File: src/tfp_consts.vh
// Constants for the 16-bit free-running / PPG / one-shot timer.
// Assumes word-indexed registers on a plain strobe port.
`ifndef TFP_CONSTS_VH
`define TFP_CONSTS_VH

// Register indices on the 3-bit address port
`define TFP_ADR_MODE      3'h0
`define TFP_ADR_ROLE      3'h1
`define TFP_ADR_OUTCTL    3'h2
`define TFP_ADR_EDGE      3'h3
`define TFP_ADR_COUNT     3'h4
`define TFP_ADR_CC1       3'h5
`define TFP_ADR_CC2       3'h6

// mode_control_reg fields
`define TFP_MODE_OVF      0
`define TFP_MODE_LO       2
`define TFP_MODE_HI       3
`define TFP_MODE_STOP     2'b00
`define TFP_MODE_FREE     2'b01
`define TFP_MODE_EDGECLR  2'b10
`define TFP_MODE_PPG      2'b11

// role_select_reg fields
`define TFP_ROLE_FIRST    0
`define TFP_ROLE_TRIGSEL  1
`define TFP_ROLE_SECOND   2

// output_control_reg fields
`define TFP_OC_OUTEN      0
`define TFP_OC_TGL1       1
`define TFP_OC_LVR        2
`define TFP_OC_LVS        3
`define TFP_OC_TGL2       4
`define TFP_OC_OSPE       5
`define TFP_OC_OSPT       6

// edge/prescaler register fields
`define TFP_ES_A_LO       0
`define TFP_ES_A_HI       1
`define TFP_ES_B_LO       2
`define TFP_ES_B_HI       3
`define TFP_PS_LO         4
`define TFP_PS_HI         5

// Edge encodings
`define TFP_EDGE_FALL     2'b00
`define TFP_EDGE_RISE     2'b01
`define TFP_EDGE_NONE     2'b10
`define TFP_EDGE_BOTH     2'b11

// Counter values
`define TFP_CNT_ZERO      16'h0000
`define TFP_CNT_MAX       16'hFFFF

`endif

File: src/tfp_timer16.v
// 16-bit up-counter with two capture/compare registers, PPG and one-shot.
// Assumes inputs synchronous to ref_clk and a strobe register port.
//
// What this block does
// - Mode 01 counts up every count clock, never cleared by compare.
// - After FFFF the next count clock sets overflow, wraps to 0000.
// - Overflow flag stays set until software writes zero to it.
// - Each capture/compare register is compare or capture independently.
// - With output enabled, pin toggles on a compare match whose toggle bit is set; coincident matches cancel.
// - First register match raises irq A, second raises irq B.
// - Second register in capture copies count on trigger A edge, irq B.
// - First capture, role bit 1 clear: trigger B edge copies count into first register.
// - Trigger B edges never capture into the second register.
// - Mode 11 clears the counter on first register match, PPG wave.
// - PPG period is first register plus one count clocks.
// - PPG active part is second register plus one count clocks.
// - One-shot only in mode 01 or 10 with one-shot enable set.
// - One-shot trigger restarts counter, one pulse of register difference.
// - One-shot first register match raises irq A and toggles output.
// - One-shot second register match raises irq B and toggles output.
// - Counter reads return the live count without disturbing it.
// - Edge field: 00 falling, 01 rising, 11 both, 10 none.
// - Mode 10 clears and restarts on trigger A edge; 00 stops.
// - Role bit 0 means compare, 1 means capture, per register.
`timescale 1ns/1ps
`default_nettype none
`include "tfp_consts.vh"

module tfp_timer16 (
	// Clock and reset
	input  wire        ref_clk,
	input  wire        resetn,
	// Register port
	input  wire [2:0]  reg_addr,
	input  wire [15:0] reg_wdata,
	input  wire        reg_wr,
	input  wire        reg_rd,
	output reg  [15:0] reg_rdata,
	// Trigger pins
	input  wire        trigger_input_a,
	input  wire        trigger_input_b,
	// Timer output pin and interrupt pulses
	output reg         timer_output_pin,
	output reg         timer_output_oe,
	output reg         irq_a,
	output reg         irq_b
);

	// Software-visible state
	reg [1:0]  mode_r;
	reg        overflow_flag_r;
	reg [2:0]  role_r;
	reg [5:0]  outctl_r;
	reg [5:0]  edge_r;
	reg [15:0] up_counter_r;
	reg [15:0] capcomp_first_r;
	reg [15:0] capcomp_second_r;

	// Prescaler, trigger synchronisers, one-shot state
	reg [2:0]  ps_r;
	reg        ta_meta_r;
	reg        ta_sync_r;
	reg        ta_prev_r;
	reg        tb_meta_r;
	reg        tb_sync_r;
	reg        tb_prev_r;
	reg [3:0]  os_state_r;
	reg [3:0]  os_state_nxt;

	// One-shot sequencer states, one-hot
	localparam [3:0] OS_IDLE = 4'b0001;
	localparam [3:0] OS_ARM  = 4'b0010;
	localparam [3:0] OS_RUN1 = 4'b0100;
	localparam [3:0] OS_RUN2 = 4'b1000;

	// Valid edge test on one count clock
	function edge_hit;
		input [1:0] sel;
		input       prev;
		input       cur;
		begin
			case (sel)
				`TFP_EDGE_FALL: edge_hit = prev & ~cur;
				`TFP_EDGE_RISE: edge_hit = ~prev & cur;
				`TFP_EDGE_BOTH: edge_hit = prev ^ cur;
				default:        edge_hit = 1'b0;
			endcase
		end
	endfunction

	// Read data for one register index; no side effects
	function [15:0] rd_mux;
		input [2:0] idx;
		begin
			case (idx)
				`TFP_ADR_MODE:
					rd_mux = {12'h000, mode_r, 1'b0, overflow_flag_r};
				`TFP_ADR_ROLE:   rd_mux = {13'h0000, role_r};
				`TFP_ADR_OUTCTL:
					rd_mux = {10'h000, outctl_r[5:4], 2'b00,
					          outctl_r[1:0]};
				`TFP_ADR_EDGE:   rd_mux = {10'h000, edge_r};
				`TFP_ADR_COUNT:  rd_mux = up_counter_r;
				`TFP_ADR_CC1:    rd_mux = capcomp_first_r;
				`TFP_ADR_CC2:    rd_mux = capcomp_second_r;
				default:         rd_mux = 16'h0000;
			endcase
		end
	endfunction

	// Decoded fields
	wire [1:0] es_a      = edge_r[`TFP_ES_A_HI:`TFP_ES_A_LO];
	wire [1:0] es_b      = edge_r[`TFP_ES_B_HI:`TFP_ES_B_LO];
	wire [1:0] ps_sel    = edge_r[`TFP_PS_HI:`TFP_PS_LO];
	wire       first_cap = role_r[`TFP_ROLE_FIRST];
	wire       second_cap = role_r[`TFP_ROLE_SECOND];
	wire       out_en    = outctl_r[`TFP_OC_OUTEN];
	wire       wr_mode   = reg_wr && (reg_addr == `TFP_ADR_MODE);
	wire       wr_outctl = reg_wr && (reg_addr == `TFP_ADR_OUTCTL);

	// Count clock enable: ref_clk divided by 1, 2, 4 or 8
	wire [2:0] ps_mask = (ps_sel == 2'b00) ? 3'b000 :
	                     (ps_sel == 2'b01) ? 3'b001 :
	                     (ps_sel == 2'b10) ? 3'b011 : 3'b111;
	wire       tick    = ((ps_r & ps_mask) == ps_mask);
	wire       running = (mode_r != `TFP_MODE_STOP);

	// edge decode, once per count clock
	wire edge_a     = tick && edge_hit(es_a, ta_prev_r, ta_sync_r);
	wire edge_b     = tick && edge_hit(es_b, tb_prev_r, tb_sync_r);
	// Reverse phase of trigger A for the first register
	wire rev_sel_fall = (es_a == `TFP_EDGE_RISE);
	wire edge_a_rev = tick && (rev_sel_fall ? (ta_prev_r & ~ta_sync_r) :
	                                          (~ta_prev_r & ta_sync_r));

	// role bits pick compare or capture
	wire match1 = tick && running && !first_cap &&
	              (up_counter_r == capcomp_first_r);
	wire match2 = tick && running && !second_cap &&
	              (up_counter_r == capcomp_second_r);

	wire os_mode = outctl_r[`TFP_OC_OSPE] &&
	               ((mode_r == `TFP_MODE_FREE) ||
	                (mode_r == `TFP_MODE_EDGECLR));
	// Armed: the next count clock restarts the counter
	wire os_pend = (os_state_r == OS_ARM);
	// Running: toggles still allowed for this pulse
	wire os_run  = (os_state_r == OS_RUN1) || (os_state_r == OS_RUN2);

	// Captures
	// trigger A into second register
	wire cap2 = running && second_cap && edge_a;
	// trigger B into first, or reverse phase of A
	wire cap1 = running && first_cap &&
	            (role_r[`TFP_ROLE_TRIGSEL] ? edge_a_rev : edge_b);

	// Counter next value
	reg [15:0] cnt_nxt;
	reg        ovf_set;
	always @* begin
		cnt_nxt = up_counter_r;
		ovf_set = 1'b0;
		if (!running) begin
			// stop holds the count at zero
			cnt_nxt = `TFP_CNT_ZERO;
		end else if (tick) begin
			if (os_pend) begin
				cnt_nxt = `TFP_CNT_ZERO;
			end else if (mode_r == `TFP_MODE_EDGECLR && edge_a) begin
				// clear and start on trigger A
				cnt_nxt = `TFP_CNT_ZERO;
			end else if (mode_r == `TFP_MODE_PPG &&
			             up_counter_r == capcomp_first_r) begin
				cnt_nxt = `TFP_CNT_ZERO;
			end else if (up_counter_r == `TFP_CNT_MAX) begin
				cnt_nxt = `TFP_CNT_ZERO;
				ovf_set = 1'b1;
			end else begin
				cnt_nxt = up_counter_r + 16'h0001;
			end
		end
	end

	// Output toggle decision
	wire tgl1 = match1 && outctl_r[`TFP_OC_TGL1];
	wire tgl2 = match2 && outctl_r[`TFP_OC_TGL2];
	// one-shot gates toggles to its single pulse
	wire os_gate = !os_mode || os_run;
	// Coincident matches cancel, as two inversions restore the level
	wire do_tgl  = out_en && os_gate && (tgl1 ^ tgl2);

	// trigger only counts while running outside PPG
	wire os_trig_wr = wr_outctl && reg_wdata[`TFP_OC_OSPT] &&
	                  reg_wdata[`TFP_OC_OSPE] && running &&
	                  (mode_r != `TFP_MODE_PPG);

	// one-shot sequence: arm, restart, then two gated matches
	always @* begin
		os_state_nxt = os_state_r;
		if (os_trig_wr) begin
			os_state_nxt = OS_ARM;
		end else begin
			case (os_state_r)
				OS_IDLE: begin
					os_state_nxt = OS_IDLE;
				end
				OS_ARM: begin
					if (tick)
						os_state_nxt = os_mode ? OS_RUN1 : OS_IDLE;
				end
				OS_RUN1: begin
					if (!os_mode)
						os_state_nxt = OS_IDLE;
					else if (match1 || match2)
						os_state_nxt = OS_RUN2;
				end
				OS_RUN2: begin
					// Second edge ends the pulse; later matches still raise irqs but no longer toggle the pin
					if (!os_mode || match1 || match2)
						os_state_nxt = OS_IDLE;
				end
				default: begin
					os_state_nxt = OS_IDLE;
				end
			endcase
		end
	end

	always @(posedge ref_clk) begin
		if (!resetn) begin
			ps_r      <= 3'b000;
			ta_meta_r <= 1'b0;
			ta_sync_r <= 1'b0;
			ta_prev_r <= 1'b0;
			tb_meta_r <= 1'b0;
			tb_sync_r <= 1'b0;
			tb_prev_r <= 1'b0;
		end else begin
			ps_r      <= ps_r + 3'b001;
			ta_meta_r <= trigger_input_a;
			ta_sync_r <= ta_meta_r;
			tb_meta_r <= trigger_input_b;
			tb_sync_r <= tb_meta_r;
			// Edge history advances only on count clocks
			if (tick) begin
				ta_prev_r <= ta_sync_r;
				tb_prev_r <= tb_sync_r;
			end
		end
	end

	always @(posedge ref_clk) begin
		if (!resetn) begin
			mode_r           <= `TFP_MODE_STOP;
			overflow_flag_r  <= 1'b0;
			role_r           <= 3'b000;
			outctl_r         <= 6'b00_0000;
			edge_r           <= 6'b00_0000;
			up_counter_r     <= `TFP_CNT_ZERO;
			capcomp_first_r  <= `TFP_CNT_ZERO;
			capcomp_second_r <= `TFP_CNT_ZERO;
			os_state_r       <= OS_IDLE;
			timer_output_pin <= 1'b0;
			timer_output_oe  <= 1'b0;
			irq_a            <= 1'b0;
			irq_b            <= 1'b0;
			reg_rdata        <= 16'h0000;
		end else begin
			up_counter_r    <= cnt_nxt;
			timer_output_oe <= out_en;

			// cleared only by software, set wins
			// A wrap in the clearing cycle wins so no overflow goes unseen
			if (ovf_set)
				overflow_flag_r <= 1'b1;
			else if (wr_mode && !reg_wdata[`TFP_MODE_OVF])
				overflow_flag_r <= 1'b0;

			if (cap1)
				capcomp_first_r <= up_counter_r;
			else if (reg_wr && reg_addr == `TFP_ADR_CC1)
				capcomp_first_r <= reg_wdata;
			if (cap2)
				capcomp_second_r <= up_counter_r;
			else if (reg_wr && reg_addr == `TFP_ADR_CC2)
				capcomp_second_r <= reg_wdata;

			// compare irqs; capture on B-edge also flags irq A
			irq_a <= match1 ||
			         (running && first_cap && edge_b);
			irq_b <= match2 || cap2;

			if (do_tgl) begin
				timer_output_pin <= ~timer_output_pin;
			end else if (wr_outctl && !running) begin
				// Software level set/clear while stopped
				if (reg_wdata[`TFP_OC_LVS] && !reg_wdata[`TFP_OC_LVR])
					timer_output_pin <= 1'b1;
				else if (reg_wdata[`TFP_OC_LVR] &&
				         !reg_wdata[`TFP_OC_LVS])
					timer_output_pin <= 1'b0;
			end

			os_state_r <= os_state_nxt;

			// Register writes
			if (wr_mode)
				mode_r <= reg_wdata[`TFP_MODE_HI:`TFP_MODE_LO];
			if (reg_wr && reg_addr == `TFP_ADR_ROLE)
				role_r <= reg_wdata[2:0];
			if (wr_outctl)
				outctl_r <= {reg_wdata[`TFP_OC_OSPE],
				             reg_wdata[`TFP_OC_TGL2],
				             2'b00,
				             reg_wdata[`TFP_OC_TGL1],
				             reg_wdata[`TFP_OC_OUTEN]};
			if (reg_wr && reg_addr == `TFP_ADR_EDGE)
				edge_r <= reg_wdata[5:0];

			// reads have no side effects
			// Idle cycles read zero so stale data never lingers
			if (reg_rd)
				reg_rdata <= rd_mux(reg_addr);
			else
				reg_rdata <= 16'h0000;
		end
	end

endmodule

`default_nettype wire

File: config.mk
export PLATFORM = sky130hd
export DESIGN_NAME = tfp_timer16
export DESIGN_NICKNAME = d
export VERILOG_FILES = /design/src/tfp_timer16.v
export VERILOG_INCLUDE_DIRS = /design/src
export SDC_FILE = /design/constraint.sdc
export NUM_CORES = 1
export LEC_CHECK = 0
export BUFFER_PORTS_ARGS = -buffer_cell sky130_fd_sc_hd__buf_4
export CORE_MARGIN = 2
export CORE_UTILIZATION = 53
export CTS_CLUSTER_DIAMETER = 50
export DETAILED_ROUTE_END_ITERATION = 10
export GPL_ROUTABILITY_DRIVEN = 0
export PLACE_DENSITY = 0.75
export SYNTH_ARGS = -nofsm -noshare
export SYNTH_HDL_FRONTEND = slang
export SYNTH_SLANG_ARGS = --single-unit
export TNS_END_PERCENT = 20
File: constraint.sdc
create_clock -name ref_clk -period 2 [get_ports ref_clk]
set_input_delay 0.5 -clock ref_clk [delete_from_list [all_inputs] [get_ports ref_clk]]
set_output_delay 0.5 -clock ref_clk [all_outputs]
set_load 0.005 [all_outputs]
== Yosys cells after proc, flatten, opt, wreduce, memory -nomap -nowiden ==
Index checks and enable logic that the tools add are counted.

* Memories: 0
* ROM bits: 0
* Bits in writable memories: 0
* Latch bits: 0
* Output and inout port bits: 20
* Bits in registers: 97

* Equality and inequality tests: 29
* Reduce and logical (&&, ||, !) cells: 65
* Add/sub/neg operators: 2
* $mul: 0
* Shift-type cells: 0
* Order comparisons: 0
* Divide/modulo/power cells: 0
* Bitwise gates (word level): 14
* Mux-type cells: 35

{| class="wikitable"
|+ Operators by type and width
! operator !! number
|-
| 2-to-1 mux 16 bit || 8
|-
| one-hot mux 16 bit (7 select lines) || 1
|-
| logical AND 1 bit || 34
|-
| equality test 16 bit || 2
|-
| adder 16 x 1 -> 16 bit, second input constant || 1
|-
| equality test 16 bit, second input constant || 1
|-
| 2-to-1 mux 4 bit || 4
|-
| 2-to-1 mux 1 bit || 14
|-
| 2-to-1 mux 3 bit || 4
|-
| one-hot mux 4 bit (3 select lines) || 1
|-
| equality test 2 bit, second input constant || 5
|-
| nonzero test 2 bit || 5
|-
| equality test 3 bit, second input constant || 3
|-
| != test 3 x 2 -> 1 bit, second input constant || 3
|-
| equality test 2 x 1 -> 1 bit, second input constant || 4
|-
| logical OR 1 bit || 8
|-
| logical NOT 1 bit || 7
|-
| equality test 3 x 2 -> 1 bit, second input constant || 2
|-
| logical NOT 2 bit || 3
|-
| inverter 1 bit || 6
|-
| one-hot mux 1 bit (3 select lines) || 2
|-
| AND reduction 2 bit || 3
|-
| AND reduction 3 bit || 2
|-
| AND 1 bit || 4
|-
| other kinds (15) || 18
|}

== Longest topological paths before layout ==
Gate-level depths: netlist of the first run.

* Depth after elaboration: 14
* Depth in mapped cells: 9
* Gate-level depth less buffers: 8

== Worst setup path before layout of the first run ==
No wires, ideal clock.

* Kind: input to register
* Start: in reg_addr[1]
* End: reg capcomp_second_r[13]
* Buffers on the path: 3
* Arrival: 1814 ps
* Required time: 1884 ps
* Setup time: 116 ps
* Setup slack: 70 ps
* Stages: 7
* Cell sequence: clkbuf_1 -> nand4b_1 -> clkbuf_1 -> buf_2 -> mux2i_1 -> nand2_1 -> o211a_1

* Word-level cells in the longest chain between the ends: 3

{| class="wikitable"
|+ RTL lines
! what !! RTL line !! text
|-
| from (decl) || tfp_timer16.v:34 || <nowiki>input wire [2:0] reg_addr,</nowiki>
|-
| equality test 3 bit || -- ||
|-
| logical AND 1 bit (no line) || -- ||
|-
| nonzero test 2 bit (no line) || -- ||
|-
| to (signal assigned) || tfp_timer16.v:261 || <nowiki>capcomp_second_r <= `TFP_CNT_ZERO;</nowiki>
|-
| to (signal assigned) || tfp_timer16.v:284 || <nowiki>capcomp_second_r <= up_counter_r;</nowiki>
|-
| to (signal assigned) || tfp_timer16.v:286 || <nowiki>capcomp_second_r <= reg_wdata;</nowiki>
|-
| to (decl) || tfp_timer16.v:57 || <nowiki>reg [15:0] capcomp_second_r;</nowiki>
|}

Every way passes these cells.
A chain may end at the register's enable or synchronous reset.

== Worst setup path after layout of the first run ==
* Start: reg capcomp_first_r[3]
* End: reg up_counter_r[8]

* Word-level cells in the longest chain between the ends: 5

{| class="wikitable"
|+ RTL lines
! what !! RTL line !! text
|-
| from (decl) || tfp_timer16.v:56 || <nowiki>reg [15:0] capcomp_first_r;</nowiki>
|-
| from (signal assigned) || tfp_timer16.v:260 || <nowiki>capcomp_first_r <= `TFP_CNT_ZERO;</nowiki>
|-
| from (signal assigned) || tfp_timer16.v:280 || <nowiki>capcomp_first_r <= up_counter_r;</nowiki>
|-
| from (signal assigned) || tfp_timer16.v:282 || <nowiki>capcomp_first_r <= reg_wdata;</nowiki>
|-
| equality test 16 bit || tfp_timer16.v:173 || <nowiki>up_counter_r == capcomp_first_r) begin</nowiki>
|-
| logical AND 1 bit || tfp_timer16.v:172 || <nowiki>end else if (mode_r == `TFP_MODE_PPG &&</nowiki>
|-
| 2-to-1 mux 16 bit || tfp_timer16.v:172 ||
|-
| 2-to-1 mux 16 bit || tfp_timer16.v:169 || <nowiki>end else if (mode_r == `TFP_MODE_EDGECLR && edge_a) begin</nowiki>
|-
| 2-to-1 mux 16 bit || tfp_timer16.v:167 || <nowiki>if (os_pend) begin</nowiki>
|-
| to (signal assigned) || tfp_timer16.v:259 || <nowiki>up_counter_r <= `TFP_CNT_ZERO;</nowiki>
|-
| to (signal assigned) || tfp_timer16.v:269 || <nowiki>up_counter_r <= cnt_nxt;</nowiki>
|-
| to (decl) || tfp_timer16.v:55 || <nowiki>reg [15:0] up_counter_r;</nowiki>
|}

Every way passes these cells.

==> results of run 1 <==
-- Yosys cell counts (all sizes together) (2+ instances only) --
cell type and count:
and2 9, xnor2 19, nand3 18, mux2i 64
nor4 9, a21oi 20, a211oi 2, nand2 54
o2111ai 2, xor2 30, dfxtp 97, inv 13
clkbuf 24, mux2 4, nand2b 3, a22oi 4
o221a 2, o21a 2, o211a 32, ha 9
a22o 2, and3 3, a21boi 4, o21ai 5
nor3 26, nor3b 3, or3 2, nand4 11
nor2 37, a31oi 2, nand4b 3, buf 22
nor2b 22, a222oi 2
-- final cells by class --
| cell class | count | area share, % |
|---|---|---|
| well taps | 133 | 2.69 |
| clock buffers | 10 | 2.06 |
| inverters | 13 | 0.788 |
| clock inverters | 5 | 1.31 |
| repair buffers | 96 | 12.3 |
| multi-input cells | 417 | 49.4 |
| flip-flops and latches | 97 | 31.5 |
-- repair_timing --
item,CTS,global route
setup buffers,1,1
endpoints found under the hold margin,0,0
setup endpoints to repair,20,21
resized for setup,5,13
pin swaps,2,7
hold buffers,0,0
cloned,0,0
-- kinds of logic (layout without fill, tap and decap cells) --
group | count (synthesis) | after routing
compound gates | 87 | 87
mux | 68 | 68
xor+xnor | 49 | 49
simple gates | 204 | 204
fa+ha+maj | 9 | 9
buf+inv | 59 | 124
flops | 97 | 97
-- metal layers --
metal / up-vias / wire [um]
met5: - / 0
met4: 0 / 438
met3: 39 / 908
met2: 161 / 6450
met1: 2195 / 6050
li1: 2134 / -
-- cell usage in the layout (no fill, tap or decap), drive strengths merged, types with 3 or more instances in the layout --
cell    instances
a22oi           4
nand4b          3
o211a          32
a21oi          20
nor4            9
buf            96
and2            9
clkbuf         10
nor3           26
nand3          18
inv            13
xnor2          19
dfxtp          97
and3            3
nor2b          22
ha              9
nand2b          3
mux2            4
nor3b           3
nand2          54
a21boi          4
xor2           30
o21ai           5
mux2i          64
nand4          11
nor2           37
-- flip-flops by register name, summed over array words and instances, names as in the netlist, 3 cells and up --
register / cells
role_r: 3
up_counter_r: 16
reg_rdata: 16
capcomp_second_r: 16
edge_r: 6
capcomp_first_r: 16
ps_r: 3
os_state_r: 4
outctl_r: 4
-- where the power goes --
part / internal (mW) / switching (mW) / leakage (nW)
Sequential: 1.96 / 0.0299 / 0.788
Clock: 0.698 / 0.684 / 0.102
Combinational: 0.178 / 0.210 / 2.20
-- worst max path at each step --
stage,from,end
after floorplan,reg_addr[1],capcomp_second_r[13]$_SDFFE_PN0P_
after detailed placement,up_counter_r[7]$_SDFFE_PN0N_,timer_output_pin$_SDFFE_PN0P_
final,capcomp_first_r[3]$_SDFFE_PN0P_,up_counter_r[8]$_SDFFE_PN0N_
after CTS,capcomp_first_r[13]$_SDFFE_PN0P_,timer_output_pin$_SDFFE_PN0P_
after global placement,capcomp_first_r[11]$_SDFFE_PN0P_,up_counter_r[9]$_SDFFE_PN0N_
after global routing,capcomp_first_r[4]$_SDFFE_PN0P_,up_counter_r[8]$_SDFFE_PN0N_
-- stage by stage --
step	utilization [%]	setup slack [ns]	std cells
floorplan	-	0.0699	573
CTS	63.2	0.00279	770
finish	64.0	0.0467	771
global route	64.0	-0.0603	771
global placement	60.8	-0.0922	754
detailed placement	60.8	-0.137	754
==> impl_metrics.toml, run 1 <==
[setup_path]
critical_path.startpoint_type = "flop"
peak_fanout_along_the_critical_path = 15
worstSetupPathType = "flop to flop"
cpMaxStageDelayCell = "dfxtp_2"
path_cells = "xor2_2, nor4_4, nand4_1, buf_6, o221a_4, a21oi_4, buf_12, nor3_1"
cp.buffers_inverters = 2
slowest_cell_delay_on_critical_path_ns = 0.36
path_delay_family = "simple AND/OR/NAND/NOR gates"
crit-reg2reg-launch = "capcomp_first_r[3]$_SDFFE_PN0P_"
worst_r2r_path_depth = 8
cp_num_cells = 8
ff2ff_setup_slack_ns = 0.05
end_kind = "flop"
critPathArrivalTime_ns = 2.20
r2r-end = "up_counter_r[8]$_SDFFE_PN0N_"
worst-endpoint-required_ns = 2.25

[logic_synthesis]
synth.cell_area_um2 = 5220
synth_enable_flop_cells = 0
share_of_synthesized_cell_area_in_and_or_nand_and_nor_gates_pct = 19.9
yosys.area_share.adder_pct = 2.16
synth_nets = 607
synth_compound_gate_area_share_pct = 13.7
synth.top_cell.area_share_pct = 37.2
yosysWarnings = 0
synthesis.instances = 573
ys_ff_latch = 97
synth_sequential_area_ratio_pct = 37.2
post_synth_main_area_contributors = "dfxtp_1 (37%), mux2i_1 (12%), o211a_1 (6.1%)"
synth_ff_type = "dfxtp_1"
synth_xor_area_share_pct = 8.23
synth.lib_cells_used.distinct = 55
synth.avg_cell_area_um2 = 9.10
synth_largest_area_cell = "dfxtp_1"
yosys-mux-area-fraction_pct = 13.1
ys_async_sr_fraction_pct = 0
combinational_family_with_the_most_area_after_synthesis = "simple AND/OR/NAND/NOR gates"

[sta]
setup_violations = 0
final-max-slew-violation-count = 0
finalWorstPathRequiredPeriod_ns = 1.95
fin_crit_sh_pct = 97.7
setup_total_negative_slack_ns = 0
worstMarginPinSlew_ns = 0.444
fmax_mhz = 512
maxSlewHeadroom_pct = 70.1
hold_viol = 0
fin_skew_ns = 0.0115
grt_setup_unrepaired = "yes"
hold_ws_ns = 0.332

[power_and_ir_drop]
peak_supply_drop_uv = 370
pwr_density_cell_nw_per_um2 = 608
fin_total_pwr_mw = 3.76
power.static_leakage_nw = 3.09

[layout]
sequential_area_um2 = 1950
layout-drive-gt1-share_pct = 21.9
finalNetCount = 668
final_cell_area_um2 = 6190
final.fill_count = 787
syn_to_final_growth_pct = 18.8
antennaDiodeCount = 0
combined_area_of_the_multi_input_logic_cells_um2 = 3060

[detailed_routing]
routed_wire_length_per_instance_um = 18.0
drt_pre_antenna_iters = 5
avgViaCountPerCell = 5.87
drt-total-wl_um = 13800
drc = 0
drtIter0Drc = 337
via_count = 4529
route.antenna.remaining_nets = 0

[place]
port_buffers = 44
dpl-instance-area_um2 = 5890
hpwl_um = 10000

[global_route]
gr-max-usage-layer = "met2"
met2_usage_pct = 43.7
use_met3_pct = 6.32
number_of_global_route_vias_before_repair = 4343
global_route_wire_length_before_repair_um = 21900
overflow = 0
grt_start_max_net_pins = 33
antenna_found_initial = 0
gr_met1_demand_resource_pct = 33.7
grt_util_all_layers_pct = 26.9

[clocking]
cts_htree_levels = 3
cts_inserted_buffers = 9
worst_skew_pair.late_latency_ns = 0.37
cts-root-buf = "clkbuf_8"
cts_buffer_depth = 2
clkSlewWorstSetupHoldPaths_ns = 0.09
clock_tree_from_tritoncts = "built"
sinks_on_clock_net = 97

[job]
drv.max_cap_violation_count = 0

[die]
die-area_um2 = 10700
row_count = 36
die_w_um = 103
design.portCount = 45
coreArea_um2 = 9680
die_y_um = 103
start_util_pct = 53.9

[run_status]
outcome = "finished, final reports clean"

[hold_path]
hold_end = "tb_meta_r$_SDFF_PN0_"
worst_min_path_class = "input pin to flop"
worstHoldStart = "trigger_input_b"
min_delay_path_depth = 2
No activity file was read; power rests on OpenSTA's default activity.
==> inputs of run 2 (changes only) <==
Settings changed: CORE_MARGIN 2 to not set.
==> run 2 against run 1 <==
  * The run now ends with negative setup slack left
  * Sequential power barely moved
  * Highest routed layer unchanged
  * Largest power group unchanged
  * Final cell count fell by 0.91%
  * First-iteration DRC count rose by 2.7%
==> impl_metrics.toml, run 2 (synthesis results as in run 1) <==
[die]
coreArea_um2 = 9370
die-area_um2 = 10200
start_util_pct = 55.7
design.portCount = 45
die_w_um = 101
row_count = 35
die_y_um = 101

[sta]
setup_violations = 18
maxSlewHeadroom_pct = 64.5
fmax_mhz = 480
grt_setup_unrepaired = "yes"
setup_total_negative_slack_ns = -1.02
worst_slack_ns = -0.0817
hold_viol = 0
worstMarginPinSlew_ns = 0.529
final-max-slew-violation-count = 0
fin_crit_sh_pct = 104
finalWorstPathRequiredPeriod_ns = 2.08
fin_skew_ns = 0.0188
hold_ws_ns = 0.323

[setup_path]
peak_fanout_along_the_critical_path = 15
worst_r2r_path_depth = 9
worst-endpoint-required_ns = 2.25
critPathArrivalTime_ns = 2.33
crit-reg2reg-launch = "capcomp_first_r[5]$_SDFFE_PN0P_"
critical_path.startpoint_type = "flop"
r2r-end = "up_counter_r[9]$_SDFFE_PN0N_"
ff2ff_setup_slack_ns = -0.08
end_kind = "flop"
worstSetupPathType = "flop to flop"

[run_status]
failing_checks = "negative setup slack"
outcome = "complete, but fails checks"

[layout]
final_common_cell = "dfxtp_1"
finalNetCount = 664
layout-drive-gt1-share_pct = 20.0
syn_to_final_growth_pct = 16.7
final_cell_area_um2 = 6090
combined_area_of_the_multi_input_logic_cells_um2 = 3010
antennaDiodeCount = 0
layout_common_cells = "dfxtp_1 (96), buf_4 (88), mux2i_1 (64)"
postLayoutCoreUtil_pct = 65.0
sequential_area_um2 = 1940
stdcell_count = 764
final.fill_count = 780

[place]
numPlacedInstances = 747
dpl-instance-area_um2 = 5860
dp_worst_setup_slack_ns = -0.0976
port_buffers = 44
hpwl_um = 9960

[hold_path]
min_delay_path_depth = 2
hold_end = "ta_meta_r$_SDFF_PN0_"
worstHoldStart = "trigger_input_a"
worst_min_path_class = "input pin to flop"

[detailed_routing]
route.antenna.remaining_nets = 0
drt-total-wl_um = 13500
drtIter0Drc = 346
drc = 0
avgViaCountPerCell = 5.85
drt_pre_antenna_iters = 5
routed_wire_length_per_instance_um = 17.6
via_count = 4469

[power_and_ir_drop]
power.static_leakage_nw = 3.04
fin_total_pwr_mw = 3.61
peak_supply_drop_uv = 361
pwr_density_cell_nw_per_um2 = 593

[global_route]
number_of_global_route_vias_before_repair = 4427
overflow = 0
global_route_wire_length_before_repair_um = 21800
antenna_found_initial = 0
grt_start_max_net_pins = 33
grt_util_all_layers_pct = 27.8

[job]
drv.max_cap_violation_count = 0

[clocking]
cts-hold-fix-buffers = 0
worst_skew_pair.late_latency_ns = 0.38
clkSlewWorstSetupHoldPaths_ns = 0.10
cts_inserted_buffers = 9
clock_tree_from_tritoncts = "built"
cts-root-buf = "clkbuf_8"
cts_buffer_depth = 2
sinks_on_clock_net = 97
cts_htree_levels = 3
==> run 2: changes by cell type in the layout (fill, tap and decap cells not counted), moves of 2 or more <==
cell,change
buf_4,-4
dfxtp_1,+5
nor4_1,+2
nor3_2,-2
dfxtp_2,-5
clkbuf_8,+2
bufinv_16,-2
==> run 2: report_power, final <==
part           leakage (nW)  internal, mW  switching [mW]
sequential            0.785          1.96          0.0294
clock                0.0919         0.525           0.719
combinational          2.16         0.170           0.204
total                  3.04          2.66           0.953
==> run 2: timing repair <==
action                     4_1_cts  5_1_grt
setup endpoints to repair       21       40
setup buffers                    1        0
gates resized for setup          5        1
pin swaps                        2        1
gates cloned                     0        0
==> run 2: how the worst max path moves through the flow <==
stage                                         start                                end  slack [ns]  cells after the start
floorplan                               reg_addr[1]  capcomp_second_r[13]$_SDFFE_PN0P_        0.07                      7
global placement    capcomp_first_r[5]$_SDFFE_PN0P_       up_counter_r[9]$_SDFFE_PN0N_       -0.05                      8
detailed placement  capcomp_first_r[5]$_SDFFE_PN0P_      timer_output_pin$_SDFFE_PN0P_        -0.1                      7
CTS                 capcomp_first_r[5]$_SDFFE_PN0P_       up_counter_r[9]$_SDFFE_PN0N_       -0.05                      9
global route        capcomp_first_r[5]$_SDFFE_PN0P_      up_counter_r[13]$_SDFFE_PN0N_       -0.14                      9
finish              capcomp_first_r[5]$_SDFFE_PN0P_       up_counter_r[9]$_SDFFE_PN0N_       -0.08                      9
==> run 2: layout make-up <==
cell class,instances,area share (%)
Multi-Input combinational cell,417,49.5
Sequential cell,97,31.9
Timing Repair Buffer,92,12.0
Tap cell,129,2.65
Clock buffer,11,2.49
Inverter,13,0.801
Clock inverter,5,0.617
==> run 2: layer usage <==
layer	vias up	routed length, um	track usage (%)
met2	179	6420	46.6
met3	26	862	5.18
met1	2126	5880	35.5
met4	0	291	11.3
met5	-	0	0
li1	2138	-	-
==> run 2: critical path, stage by stage (launching register included) <==
cell     delay, ns
dfxtp_2       0.33
xor2_1        0.17
nor4_2        0.35
buf_4         0.17
nand4_1       0.12
buf_6         0.17
o221a_4       0.28
a21oi_4       0.15
buf_12        0.15
nor3_1        0.06
